<file path="config.mk">
export PLATFORM = sky130hd
export DESIGN_NAME = asz_top
export DESIGN_NICKNAME = d
export VERILOG_FILES = /design/src/verilog/asz_pkg.sv /design/src/verilog/asz_top.sv
export VERILOG_INCLUDE_DIRS = /design/src /design/src/verilog
export SDC_FILE = /design/constraint.sdc
export NUM_CORES = 1
export LEC_CHECK = 0
export BUFFER_PORTS_ARGS = -buffer_cell sky130_fd_sc_hd__buf_4
export CAP_MARGIN = 10
export CORE_ASPECT_RATIO = 0.75
export CORE_MARGIN = 1.5
export CORE_UTILIZATION = 47
export CTS_CLUSTER_SIZE = 25
export DETAILED_ROUTE_END_ITERATION = 10
export PLACE_DENSITY_LB_ADDON = 0.05
export RECOVER_POWER = 100
export SLEW_MARGIN = 0
export SYNTH_ARGS = -nofsm -noshare
export SYNTH_HDL_FRONTEND = slang
export SYNTH_SLANG_ARGS = --single-unit
</file>
<file path="constraint.sdc">
create_clock -name clk_sys -period 2.5 [get_ports clk_sys]
set_clock_uncertainty 0.1 [all_clocks]
set_input_delay 0.25 -clock clk_sys [delete_from_list [all_inputs] [get_ports clk_sys]]
set_output_delay 0.25 -clock clk_sys [all_outputs]
set_load 0.01 [all_outputs]
</file>
<file path="src/verilog/asz_params.svh">
// register map, field positions and reset values of the audio port control
`ifndef ASZ_PARAMS_SVH
`define ASZ_PARAMS_SVH

// ----------------------------------------------------------------
// register offsets
// ----------------------------------------------------------------
`define ASZ_OFF_CTRL 12'h000
`define ASZ_OFF_CLKDIV 12'h004
`define ASZ_OFF_MASK 12'h008
`define ASZ_OFF_STATUS 12'h00C

// ----------------------------------------------------------------
// control fields
// ----------------------------------------------------------------
`define ASZ_CTRL_LZC_BIT 17
`define ASZ_CTRL_RZC_BIT 16
`define ASZ_CTRL_MCLK_BIT 15
`define ASZ_CTRL_RX_FILL_THRESHOLD_HI 14
`define ASZ_CTRL_RX_FILL_THRESHOLD_LO 12
`define ASZ_CTRL_TX_FILL_THRESHOLD_HI 11
`define ASZ_CTRL_TX_FILL_THRESHOLD_LO 9
`define ASZ_CTRL_WW_HI 5
`define ASZ_CTRL_WW_LO 4
`define ASZ_CTRL_WMASK 32'h003F_FFFF
`define ASZ_CTRL_SELFCLR 32'h000C_0000
`define ASZ_CTRL_RESET 32'h0000_0000

// ----------------------------------------------------------------
// divider, status and mask fields
// ----------------------------------------------------------------
`define ASZ_DIV_HI 2
`define ASZ_DIV_RESET 3'h0
`define ASZ_ST_LZC 0
`define ASZ_ST_RZC 1
`define ASZ_ST_RX_FILL_THRESHOLD 2
`define ASZ_ST_TX_FILL_THRESHOLD 3
`define ASZ_ST_W 4
`define ASZ_ST_RESET 4'h0
`define ASZ_MASK_RESET 4'h0

// ----------------------------------------------------------------
// bus answers
// ----------------------------------------------------------------
`define ASZ_RESP_OKAY 2'h0
`define ASZ_RESP_SLVERR 2'h2

`endif

</file>
<file path="src/verilog/asz_pkg.sv">
// types shared by the audio port control block
package asz_pkg;
	typedef logic [3:0] asz_lvl_t;
	typedef logic [31:0] asz_word_t;
	typedef enum logic [1:0] {
		ASZ_W8,
		ASZ_W16,
		ASZ_W24,
		ASZ_W32
	} asz_width_e;
endpackage : asz_pkg

</file>
<file path="src/verilog/asz_top.sv">
// audio port control: zero cross, codec clock, fifo thresholds, axi regs
`timescale 1ns/1ps
`include "asz_params.svh"

module asz_top (
	// clock and reset
	input wire logic clk_sys,
	input wire logic nrst,
	// axi4-lite slave
	input wire logic [11:0] s_axi_awaddr,
	input wire logic s_axi_awvalid,
	output logic s_axi_awready,
	input wire logic [31:0] s_axi_wdata,
	input wire logic [3:0] s_axi_wstrb,
	input wire logic s_axi_wvalid,
	output logic s_axi_wready,
	output logic [1:0] s_axi_bresp,
	output logic s_axi_bvalid,
	input wire logic s_axi_bready,
	input wire logic [11:0] s_axi_araddr,
	input wire logic s_axi_arvalid,
	output logic s_axi_arready,
	output logic [31:0] s_axi_rdata,
	output logic [1:0] s_axi_rresp,
	output logic s_axi_rvalid,
	input wire logic s_axi_rready,
	// samples from the shifters and fifo levels
	input wire asz_pkg::asz_word_t leftSample,
	input wire logic leftLoad,
	input wire asz_pkg::asz_word_t rightSample,
	input wire logic rightLoad,
	input wire asz_pkg::asz_lvl_t rxLevel,
	input wire asz_pkg::asz_lvl_t txLevel,
	// outputs
	output logic codecClk,
	output logic rxThresholdFlag,
	output logic txThresholdFlag,
	output logic irq
);
	import asz_pkg::*;

	// ----------------------------------------------------------------
	// helpers
	// ----------------------------------------------------------------
	function automatic logic signOf(asz_word_t d, asz_width_e w);
		case (w)
			ASZ_W8: signOf = d[7];
			ASZ_W16: signOf = d[15];
			ASZ_W24: signOf = d[23];
			default: signOf = d[31];
		endcase
	endfunction : signOf

	function automatic logic [31:0] mergeBytes(logic [31:0] old,
			logic [31:0] d, logic [3:0] be);
		logic [31:0] r;
		r = old;
		for (int i = 0; i < 4; i++) begin
			if (be[i]) begin
				r[i*8 +: 8] = d[i*8 +: 8];
			end
		end
		mergeBytes = r;
	endfunction : mergeBytes

	// ----------------------------------------------------------------
	// registers
	// ----------------------------------------------------------------
	logic [31:0] ctrl;
	logic [`ASZ_DIV_HI:0] clkDiv;
	logic [`ASZ_ST_W-1:0] mask;
	logic [1:0] zcSticky;
	logic leftSign;
	logic rightSign;
	logic [2:0] mclkCnt;

	// ----------------------------------------------------------------
	// axi write path
	// ----------------------------------------------------------------
	logic awHeld;
	logic wHeld;
	logic [11:0] awAddr;
	logic [31:0] wData;
	logic [3:0] wStrb;

	wire awTake = s_axi_awvalid && s_axi_awready;
	wire wTake = s_axi_wvalid && s_axi_wready;
	wire haveAw = awHeld || awTake;
	wire haveW = wHeld || wTake;
	wire [11:0] curAw = awHeld ? awAddr : s_axi_awaddr;
	wire [31:0] curW = wHeld ? wData : s_axi_wdata;
	wire [3:0] curS = wHeld ? wStrb : s_axi_wstrb;
	wire doWrite = haveAw && haveW && !s_axi_bvalid;
	wire wrCtrl = doWrite && curAw == `ASZ_OFF_CTRL;
	wire wrDiv = doWrite && curAw == `ASZ_OFF_CLKDIV;
	wire wrMask = doWrite && curAw == `ASZ_OFF_MASK;
	wire wrStat = doWrite && curAw == `ASZ_OFF_STATUS;
	wire wrHit = wrCtrl || wrDiv || wrMask || wrStat;

	always_ff @(posedge clk_sys) begin
		if (!nrst) begin
			s_axi_awready <= 1'b0;
			s_axi_wready <= 1'b0;
			awHeld <= 1'b0;
			wHeld <= 1'b0;
			awAddr <= 12'h000;
			wData <= 32'h0000_0000;
			wStrb <= 4'h0;
			s_axi_bvalid <= 1'b0;
			s_axi_bresp <= `ASZ_RESP_OKAY;
		end else begin
			if (awTake) begin
				awAddr <= s_axi_awaddr;
			end
			if (wTake) begin
				wData <= s_axi_wdata;
				wStrb <= s_axi_wstrb;
			end
			awHeld <= haveAw && !doWrite;
			wHeld <= haveW && !doWrite;
			s_axi_awready <= !(haveAw && !doWrite) && !doWrite;
			s_axi_wready <= !(haveW && !doWrite) && !doWrite;
			if (doWrite) begin
				s_axi_bvalid <= 1'b1;
				s_axi_bresp <= wrHit ? `ASZ_RESP_OKAY : `ASZ_RESP_SLVERR;
			end else if (s_axi_bready) begin
				s_axi_bvalid <= 1'b0;
			end
		end
	end

	// ----------------------------------------------------------------
	// control, divider and mask
	// ----------------------------------------------------------------
	// fifo clear bits are one-shot and never stored, so they read zero
	wire [31:0] ctrlNew = mergeBytes(ctrl, curW, curS) & `ASZ_CTRL_WMASK
		& ~`ASZ_CTRL_SELFCLR;
	wire [31:0] divNew = mergeBytes({29'h0, clkDiv}, curW, curS);
	wire [31:0] maskNew = mergeBytes({28'h0, mask}, curW, curS);

	always_ff @(posedge clk_sys) begin
		if (!nrst) begin
			ctrl <= `ASZ_CTRL_RESET;
			clkDiv <= `ASZ_DIV_RESET;
			mask <= `ASZ_MASK_RESET;
		end else begin
			if (wrCtrl) begin
				ctrl <= ctrlNew;
			end
			if (wrDiv) begin
				clkDiv <= divNew[`ASZ_DIV_HI:0];
			end
			if (wrMask) begin
				mask <= maskNew[`ASZ_ST_W-1:0];
			end
		end
	end

	wire lzcEn = ctrl[`ASZ_CTRL_LZC_BIT];
	wire rzcEn = ctrl[`ASZ_CTRL_RZC_BIT];
	wire codec_clock_out_enable = ctrl[`ASZ_CTRL_MCLK_BIT];
	wire [2:0] rx_fill_threshold = ctrl[`ASZ_CTRL_RX_FILL_THRESHOLD_HI:`ASZ_CTRL_RX_FILL_THRESHOLD_LO];
	wire [2:0] tx_fill_threshold = ctrl[`ASZ_CTRL_TX_FILL_THRESHOLD_HI:`ASZ_CTRL_TX_FILL_THRESHOLD_LO];
	wire asz_width_e width =
		asz_width_e'(ctrl[`ASZ_CTRL_WW_HI:`ASZ_CTRL_WW_LO]);

	// ----------------------------------------------------------------
	// zero-cross detection
	// ----------------------------------------------------------------
	wire leftNewSign = signOf(leftSample, width);
	wire rightNewSign = signOf(rightSample, width);
	wire leftHit = lzcEn && leftLoad
		&& (leftNewSign != leftSign || leftSample == 32'h0000_0000);
	wire rightHit = rzcEn && rightLoad
		&& (rightNewSign != rightSign || rightSample == 32'h0000_0000);
	// write-one clears, but a detection in the same cycle wins
	wire [1:0] zcClr = wrStat ? curW[1:0] & {curS[0], curS[0]} : 2'h0;

	always_ff @(posedge clk_sys) begin
		if (!nrst) begin
			leftSign <= 1'b0;
			rightSign <= 1'b0;
			zcSticky <= 2'h0;
		end else begin
			if (leftLoad) begin
				leftSign <= leftNewSign;
			end
			if (rightLoad) begin
				rightSign <= rightNewSign;
			end
			zcSticky <= (zcSticky & ~zcClr) | {rightHit, leftHit};
		end
	end

	// ----------------------------------------------------------------
	// fifo thresholds
	// ----------------------------------------------------------------
	// tx level arrives as a count of 32-bit entries
	wire rxOver = rxLevel >= ({1'b0, rx_fill_threshold} + 4'h1);
	wire txUnder = txLevel <= {1'b0, tx_fill_threshold};

	always_ff @(posedge clk_sys) begin
		if (!nrst) begin
			rxThresholdFlag <= 1'b0;
			txThresholdFlag <= 1'b0;
		end else begin
			rxThresholdFlag <= rxOver;
			txThresholdFlag <= txUnder;
		end
	end

	// ----------------------------------------------------------------
	// codec clock
	// ----------------------------------------------------------------
	// half period of n source cycles gives source / 2n; 0 acts as 1
	wire [2:0] halfPeriod = clkDiv == 3'h0 ? 3'h1 : clkDiv;
	wire mclkFlip = mclkCnt == halfPeriod - 3'h1;

	always_ff @(posedge clk_sys) begin
		if (!nrst) begin
			mclkCnt <= 3'h0;
			codecClk <= 1'b0;
		end else if (!codec_clock_out_enable) begin
			mclkCnt <= 3'h0;
			codecClk <= 1'b0;
		end else if (mclkFlip) begin
			mclkCnt <= 3'h0;
			codecClk <= !codecClk;
		end else begin
			mclkCnt <= mclkCnt + 3'h1;
		end
	end

	// ----------------------------------------------------------------
	// status and interrupt
	// ----------------------------------------------------------------
	wire [`ASZ_ST_W-1:0] status = {txThresholdFlag, rxThresholdFlag,
		zcSticky};

	always_ff @(posedge clk_sys) begin
		if (!nrst) begin
			irq <= 1'b0;
		end else begin
			irq <= |(status & mask);
		end
	end

	// ----------------------------------------------------------------
	// axi read path
	// ----------------------------------------------------------------
	wire arTake = s_axi_arvalid && s_axi_arready;
	wire rdCtrl = s_axi_araddr == `ASZ_OFF_CTRL;
	wire rdDiv = s_axi_araddr == `ASZ_OFF_CLKDIV;
	wire rdMask = s_axi_araddr == `ASZ_OFF_MASK;
	wire rdStat = s_axi_araddr == `ASZ_OFF_STATUS;
	wire rdHit = rdCtrl || rdDiv || rdMask || rdStat;
	wire [31:0] rdMux = rdCtrl ? ctrl
		: rdDiv ? {29'h0, clkDiv}
		: rdMask ? {28'h0, mask}
		: rdStat ? {28'h0, status} : 32'h0000_0000;

	always_ff @(posedge clk_sys) begin
		if (!nrst) begin
			s_axi_arready <= 1'b0;
			s_axi_rvalid <= 1'b0;
			s_axi_rdata <= 32'h0000_0000;
			s_axi_rresp <= `ASZ_RESP_OKAY;
		end else begin
			s_axi_arready <= !arTake && !s_axi_rvalid;
			if (arTake) begin
				s_axi_rvalid <= 1'b1;
				s_axi_rdata <= rdMux;
				s_axi_rresp <= rdHit ? `ASZ_RESP_OKAY : `ASZ_RESP_SLVERR;
			end else if (s_axi_rready) begin
				s_axi_rvalid <= 1'b0;
			end
		end
	end
endmodule : asz_top
</file>
==> results of run 1 <==
power by group through the flow:
stage	logic, mW	clock network (mW)	registers [mW]
CTS	0.469	1.60	1.70
finish	0.452	1.57	1.70
global route	0.496	1.68	1.70
detailed placement	0.466	0	1.74
floorplan	0.248	0	1.73
global placement	0.456	0	1.73
flip-flops by register name, summed over array words and instances, names as in the netlist, 2 cells and up:
| name | flops |
|---|---|
| awAddr | 12 |
| clkDiv | 3 |
| ctrl | 20 |
| mask | 4 |
| mclkCnt | 3 |
| s_axi_rdata | 20 |
| wData | 20 |
| wStrb | 3 |
| zcSticky | 2 |
stage by stage:
stage	cell area, sq um	setup WS [ps]	total power [mW]
6_report	6198	160.9	3.722
5_1_grt	6198	26.71	3.878
4_1_cts	6362	214.7	3.769
3_5_place_dp	6016	238.1	2.203
3_3_place_gp	6016	302.5	2.190
2_1_floorplan	4812	493.0	1.978
layout make-up:
cell class / instances / share of cell area, %
multi-input combinational: 372 / 39.50
sequential: 102 / 32.94
timing repair buffer: 169 / 18.67
clock buffer: 10 / 3.694
tap: 132 / 2.665
clock inverter: 5 / 1.736
inverter: 13 / 0.7872
layer usage:
metal / global-route usage (%) / vias to the layer above
met5: 0 / -
met4: 3.514 / 0
met3: 4.949 / 4
met2: 36.80 / 109
met1: 29.50 / 1983
li1: - / 2115
kinds of logic (layout without fill, tap and decap cells):
logic type                 after synthesis  after routing  share of synthesized area [%]
and+or+nand+nor                        189            189                          19.94
AOI/OAI and AO/OA                      112            112                          17.94
DFF                                    102            102                          42.87
buffers and inverters                   54            197                          5.962
muxes                                   39             39                          9.115
adders and majority gates               10             10                          2.627
xor gates and xnor gates                 8              8                          1.471
other                                    1             14                        0.07873
cells in the mapped netlist, drive strengths merged, types with 3 or more instances:
cell type	number	area [sq um]
nand2b	3	18.77
a22o	16	140.1
a21o	3	22.52
nor2	45	168.9
a2111oi	4	110.1
xnor2	6	52.55
buf	26	178.9
mux4	3	67.56
nand3	7	47.55
and2	3	18.77
nand4	7	43.79
nand2	83	311.6
nor4	19	163.9
a311oi	4	35.03
a21oi	48	244.0
nor3	10	61.31
inv	12	45.04
mux2i	31	310.3
and3	3	18.77
o21ai	9	45.04
clkbuf	15	56.30
dfxtp	102	2042
a211oi	17	167.7
ha	10	125.1
mux2	5	56.30
worst max path at each step:
stage | startpoint | endpoint | depth (start not counted)
after floorplan | wHeld | ctrl[4] | 7
after global placement | awHeld | ctrl[21] | 5
after detailed placement | awHeld | ctrl[21] | 5
after CTS | awHeld | ctrl[21] | 5
after global routing | awHeld | ctrl[1] | 6
final | awHeld | clkDiv[1] | 5
timing repair:
action	CTS	global route
setup endpoints to repair	0	1
hold buffers	1	0
resized for setup	0	1
endpoints found under the hold margin	1	0
placed cells by master (no fill, tap or decap), drive strengths merged, types with 3 or more instances in the layout:
master   instances
a2111oi          4
a211oi          17
a21o             3
a21oi           48
a22o            16
a311oi           4
and2             3
and3             3
buf            133
bufinv           3
clkbuf          45
conb            14
dfxtp          102
ha              10
inv             14
mux2             5
mux2i           31
mux4             3
nand2           83
nand2b           3
nand3            7
nand4            7
nor2            45
nor3            10
nor4            19
o21ai            9
xnor2            6
worst max-delay path, cell delays in order, from the launching register on:
cell and delay [ps]:
dfxtp_1 630, mux2_1 420, or2_2 300, a2111oi_2 460, mux2i_1 260, nor2_1 50
==> impl_metrics.env, run 1 <==
export IMPL_wl_met2_mm=5.806
export IMPL_power_density_nw_per_um2=600.4
export IMPL_rsz0062_at_grt="false"
export IMPL_die_h_um=90.19
export IMPL_r2r_start="awHeld"
export IMPL_vias_per_cell=5.244
export IMPL_seq_area_frac_synth_pct=42.87
export IMPL_end_kind="flop"
export IMPL_vias=4211
export IMPL_wl_mm=11.79
export IMPL_wl_met1_mm=5.319
export IMPL_min_period_ps=2339
export IMPL_wl_met3_um=615
export IMPL_dr_pass1_iters=4
export IMPL_slew_viol_final=0
export IMPL_hold_depth=3
export IMPL_synth_edf_count=0
export IMPL_ant_nets=0
export IMPL_maxCapViolCount=0
export IMPL_hpwl_mm=9.007
export IMPL_finalHoldWorstSlack_ps=63.91
export IMPL_layout_drive_gt1_share_pct=26.23
export IMPL_cts_num_sinks=102
export IMPL_clockBufferDepth=2
export IMPL_fin_crit_sh_pct=93.56
export IMPL_dieArea_sq_um=10750
export IMPL_start_util_pct=48.93
export IMPL_core_area_sq_um=9736
export IMPL_crit_path_start_kind="flop"
export IMPL_maxSlewHeadroom_pct=44.46
export IMPL_multi_input_area_sq_um=2449
export IMPL_fillerInstances=887
export IMPL_worstPathRequired_ps=2620
export IMPL_tns_ps=0
export IMPL_portBuffers=158
export IMPL_fin_util_pct=63.67
export IMPL_path_clk_slew_ps=70
export IMPL_postSynthCellCount=515
export IMPL_status="finished, final reports clean"
export IMPL_track_usage_pct=21.97
export IMPL_wl_per_cell_um=14.69
export IMPL_grt_pass1_vias=3925
export IMPL_tightest_slew_ps=831.1
export IMPL_grt_pass1_wl_mm=19.03
export IMPL_min_to="wData[20]"
export IMPL_cp_max_fo=12
export IMPL_sw_frac_of_total_pct=22.79
export IMPL_synthArstFlopShare_pct=0
export IMPL_h_tree_depth=3
export IMPL_pwr_share_comb_pct=12.1
export IMPL_worstSkewPairLatency_ps=340
export IMPL_root_buffer="clkbuf_16"
export IMPL_hp_start="s_axi_wdata[20]"
export IMPL_r2r_slack_ps=160
export IMPL_top_layer="met4"
export IMPL_dp_cells=787
export IMPL_grt_max_degree=65
export IMPL_gr_total_overflow=0
export IMPL_path_class="reg -> reg"
export IMPL_layout_area_seq_sq_um=2042
export IMPL_tritoncts="yes"
export IMPL_pwr_share_clk_pct=42.2
export IMPL_setup_violations=0
export IMPL_ys_types=50
export IMPL_hp_class="in -> reg"
export IMPL_synthFlopType="dfxtp_1"
export IMPL_hold_viol=0
export IMPL_ys_ff_latch=102
export IMPL_reg2reg_depth=5
export IMPL_core_rowCount=31
export IMPL_cts_setup_buffers=0
export IMPL_r2r_end="clkDiv[1]"
export IMPL_yosysWarnings=0
export IMPL_vdd_drop_max_uv=335.6
export IMPL_routabilityCongestion=0.8027
export IMPL_ioPinCount=186
export IMPL_seqPwrFrac_pct=45.7
export IMPL_antennaDiodeCount=0
export IMPL_drc=0
export IMPL_max_freq_ghz=0.4275
export IMPL_syn_area_sq_um=4763
export IMPL_intPower_mw=2.874
export IMPL_drt_iter0_drc=173
export IMPL_cp_data_arrival_time_ps=2460
export IMPL_leakagePower_nw=2.382
export IMPL_synthToLayoutAreaGrowth_pct=30.13
export IMPL_power_switching_mw=0.8480
export IMPL_nNetsFinal=818
export IMPL_final_cells=803
export IMPL_avgSynthCellArea_sq_um=9.249
export IMPL_cts_buffers=9
export IMPL_grt_antenna_before_repair=0
export IMPL_fp_dieW_um=119.2
Power figures use the tool's default switching activity.
==> inputs of run 2 (changes only) <==
CTS_BUF_LIST = sky130_fd_sc_hd__clkbuf_8 sky130_fd_sc_hd__clkbuf_16   (was default)
clock period = 2.85 ns   (was 2.5 ns; I/O delays follow)
==> impl_metrics.env, run 2 (synthesis gave the netlist of run 1 again) <==
export IMPL_root_buffer="clkbuf_16"
export IMPL_drc=0
export IMPL_fin_crit_sh_pct=89.24
export IMPL_crit_chain="clkbuf_4 -> or4_1 -> nor4_1 -> nand2_1 -> nor3_4 -> clkbuf_1 -> a22o_1"
export IMPL_layout_common_cells="buf_4, dfxtp_1, nand2_1"
export IMPL_track_usage_pct=21.64
export IMPL_hp_class="in -> reg"
export IMPL_crit_path_start_kind="input pin"
export IMPL_vdd_drop_max_uv=326.4
export IMPL_cp_data_arrival_time_ps=2730
export IMPL_dr_pass1_iters=4
export IMPL_final_common_cell="buf_4"
export IMPL_grt_pass1_wl_mm=18.86
export IMPL_vias_per_cell=5.298
export IMPL_tightest_slew_ps=1303
export IMPL_sw_frac_of_total_pct=23.99
export IMPL_core_area_sq_um=9736
export IMPL_grt_antenna_before_repair=0
export IMPL_leakagePower_nw=2.352
export IMPL_cts_num_sinks=102
export IMPL_path_clk_slew_ps=70
export IMPL_nNetsFinal=817
export IMPL_cts_setup_buffers=0
export IMPL_maxCapViolCount=0
export IMPL_drt_iter0_drc=231
export IMPL_setup_violations=0
export IMPL_wl_per_cell_um=14.63
export IMPL_ant_nets=0
export IMPL_pwr_share_comb_pct=12.2
export IMPL_fillerInstances=860
export IMPL_path_class="in -> reg"
export IMPL_hpwl_mm=8.851
export IMPL_fp_dieW_um=119.2
export IMPL_min_period_ps=2543
export IMPL_start_util_pct=48.93
export IMPL_worstPathRequired_ps=3040
export IMPL_wl_mm=11.75
export IMPL_cp_max_fo=16
export IMPL_cp_slowest_stage_delay_ps=630
export IMPL_status="finished, final reports clean"
export IMPL_power_switching_mw=0.7673
export IMPL_clockBufferDepth=2
export IMPL_critPathSlowestCell="clkbuf_1"
export IMPL_hold_viol=0
export IMPL_tritoncts="yes"
export IMPL_gr_total_overflow=0
export IMPL_grt_pass1_vias=3950
export IMPL_intPower_mw=2.431
export IMPL_portBuffers=158
export IMPL_routabilityCongestion=0.8046
export IMPL_synthToLayoutAreaGrowth_pct=28.79
export IMPL_vias=4254
export IMPL_core_rowCount=31
export IMPL_cts_buffers=9
export IMPL_die_h_um=90.19
export IMPL_seqPwrFrac_pct=46.6
export IMPL_ioPinCount=186
export IMPL_layout_drive_gt1_share_pct=25.78
export IMPL_rsz0062_at_grt="false"
export IMPL_power_density_nw_per_um2=521.3
export IMPL_max_freq_ghz=0.3932
export IMPL_h_tree_depth=3
export IMPL_dpl_instance_area_sq_um=6008
export IMPL_tns_ps=0
export IMPL_end_kind="flop"
export IMPL_largestRegisters="ctrl (20), s_axi_rdata (20), wData (20)"
export IMPL_dieArea_sq_um=10750
export IMPL_maxSlewHeadroom_pct=13.16
export IMPL_slew_viol_final=0
export IMPL_grt_max_degree=64
export IMPL_pwr_share_clk_pct=41.2
export IMPL_final_area_sq_um=6135
export IMPL_worstSkewPairLatency_ps=340
export IMPL_antennaDiodeCount=0
==> run 2: changes by cell type in the layout (fill, tap and decap cells not counted), sizes merged <==
cell	previous run	this run
buf	133	129
bufinv	3	2
clkbuf	45	47
clkinv	1	2
clkinvlp	0	2
==> run 2: worst max-delay path, delay by kind of cell <==
kind / cells / cell delay, ps
AOI/OAI and AO/OA: 1 / 230
and+or+nand+nor: 4 / 1470
buffers and inverters: 2 / 730
==> run 2: metrics by stage <==
stage	total power, mW	std cells	utilization (%)	worst slack (ps)	hold slack (ps)
2_1_floorplan	1.735	528	-	843.0	264.3
3_3_place_gp	1.919	786	61.71	673.7	337.9
3_5_place_dp	1.931	786	61.71	564.4	345.1
4_1_cts	3.232	803	65.13	544.9	88.26
5_1_grt	3.328	803	63.01	177.1	89.31
6_report	3.198	803	63.01	306.6	91.91
==> run 2: final timing paths <==
| path | from | slack [ps] | end | depth (start not counted) |
|---|---|---|---|---|
| setup / recovery | s_axi_araddr[7] | 310 | s_axi_rdata[7] | 7 |
| hold / removal | s_axi_wdata[21] | 90 | wData[21] | 3 |
| setup reg to reg | awHeld | 400 | mask[0] | 5 |
| hold reg to reg | wData[8] | 360 | wData[8] | 2 |
==> run 2: what timing repair did <==
action,CTS,global route
hold buffers,1,0
endpoints found under the hold margin,1,0
resized for setup,0,0
==> run 2: cell type report <==
cell class / count / area (sq um) / area share (%)
clock inverter: 7 / 97.59 / 1.591
multi-input combinational: 372 / 2427 / 39.57
tap: 132 / 165.2 / 2.692
sequential: 102 / 2042 / 33.29
timing repair buffer: 168 / 1129 / 18.40
clock buffer: 9 / 225.2 / 3.671
inverter: 13 / 48.80 / 0.7954
==> run 2: layer usage <==
layer | part of all wire, % | up-vias | routed length [um] | GRT usage [%]
met3 | 5.0 | 7 | 593 | 5.330
met5 | 0 | - | 0 | 0
met4 | 0.54 | 0 | 63 | 4.719
met2 | 47 | 123 | 5577 | 35.98
li1 | - | 2125 | - | -
met1 | 47 | 1999 | 5516 | 28.50
==> run 2: power by group through the flow <==
| stage | Sequential (mW) | Combinational, mW | Clock [mW] |
|---|---|---|---|
| final | 1.49 | 0.391 | 1.32 |
| after global routing | 1.49 | 0.429 | 1.41 |
| after detailed placement | 1.52 | 0.408 | 0 |
| after floorplan | 1.52 | 0.218 | 0 |
| after CTS | 1.49 | 0.411 | 1.33 |
| after global placement | 1.52 | 0.398 | 0 |
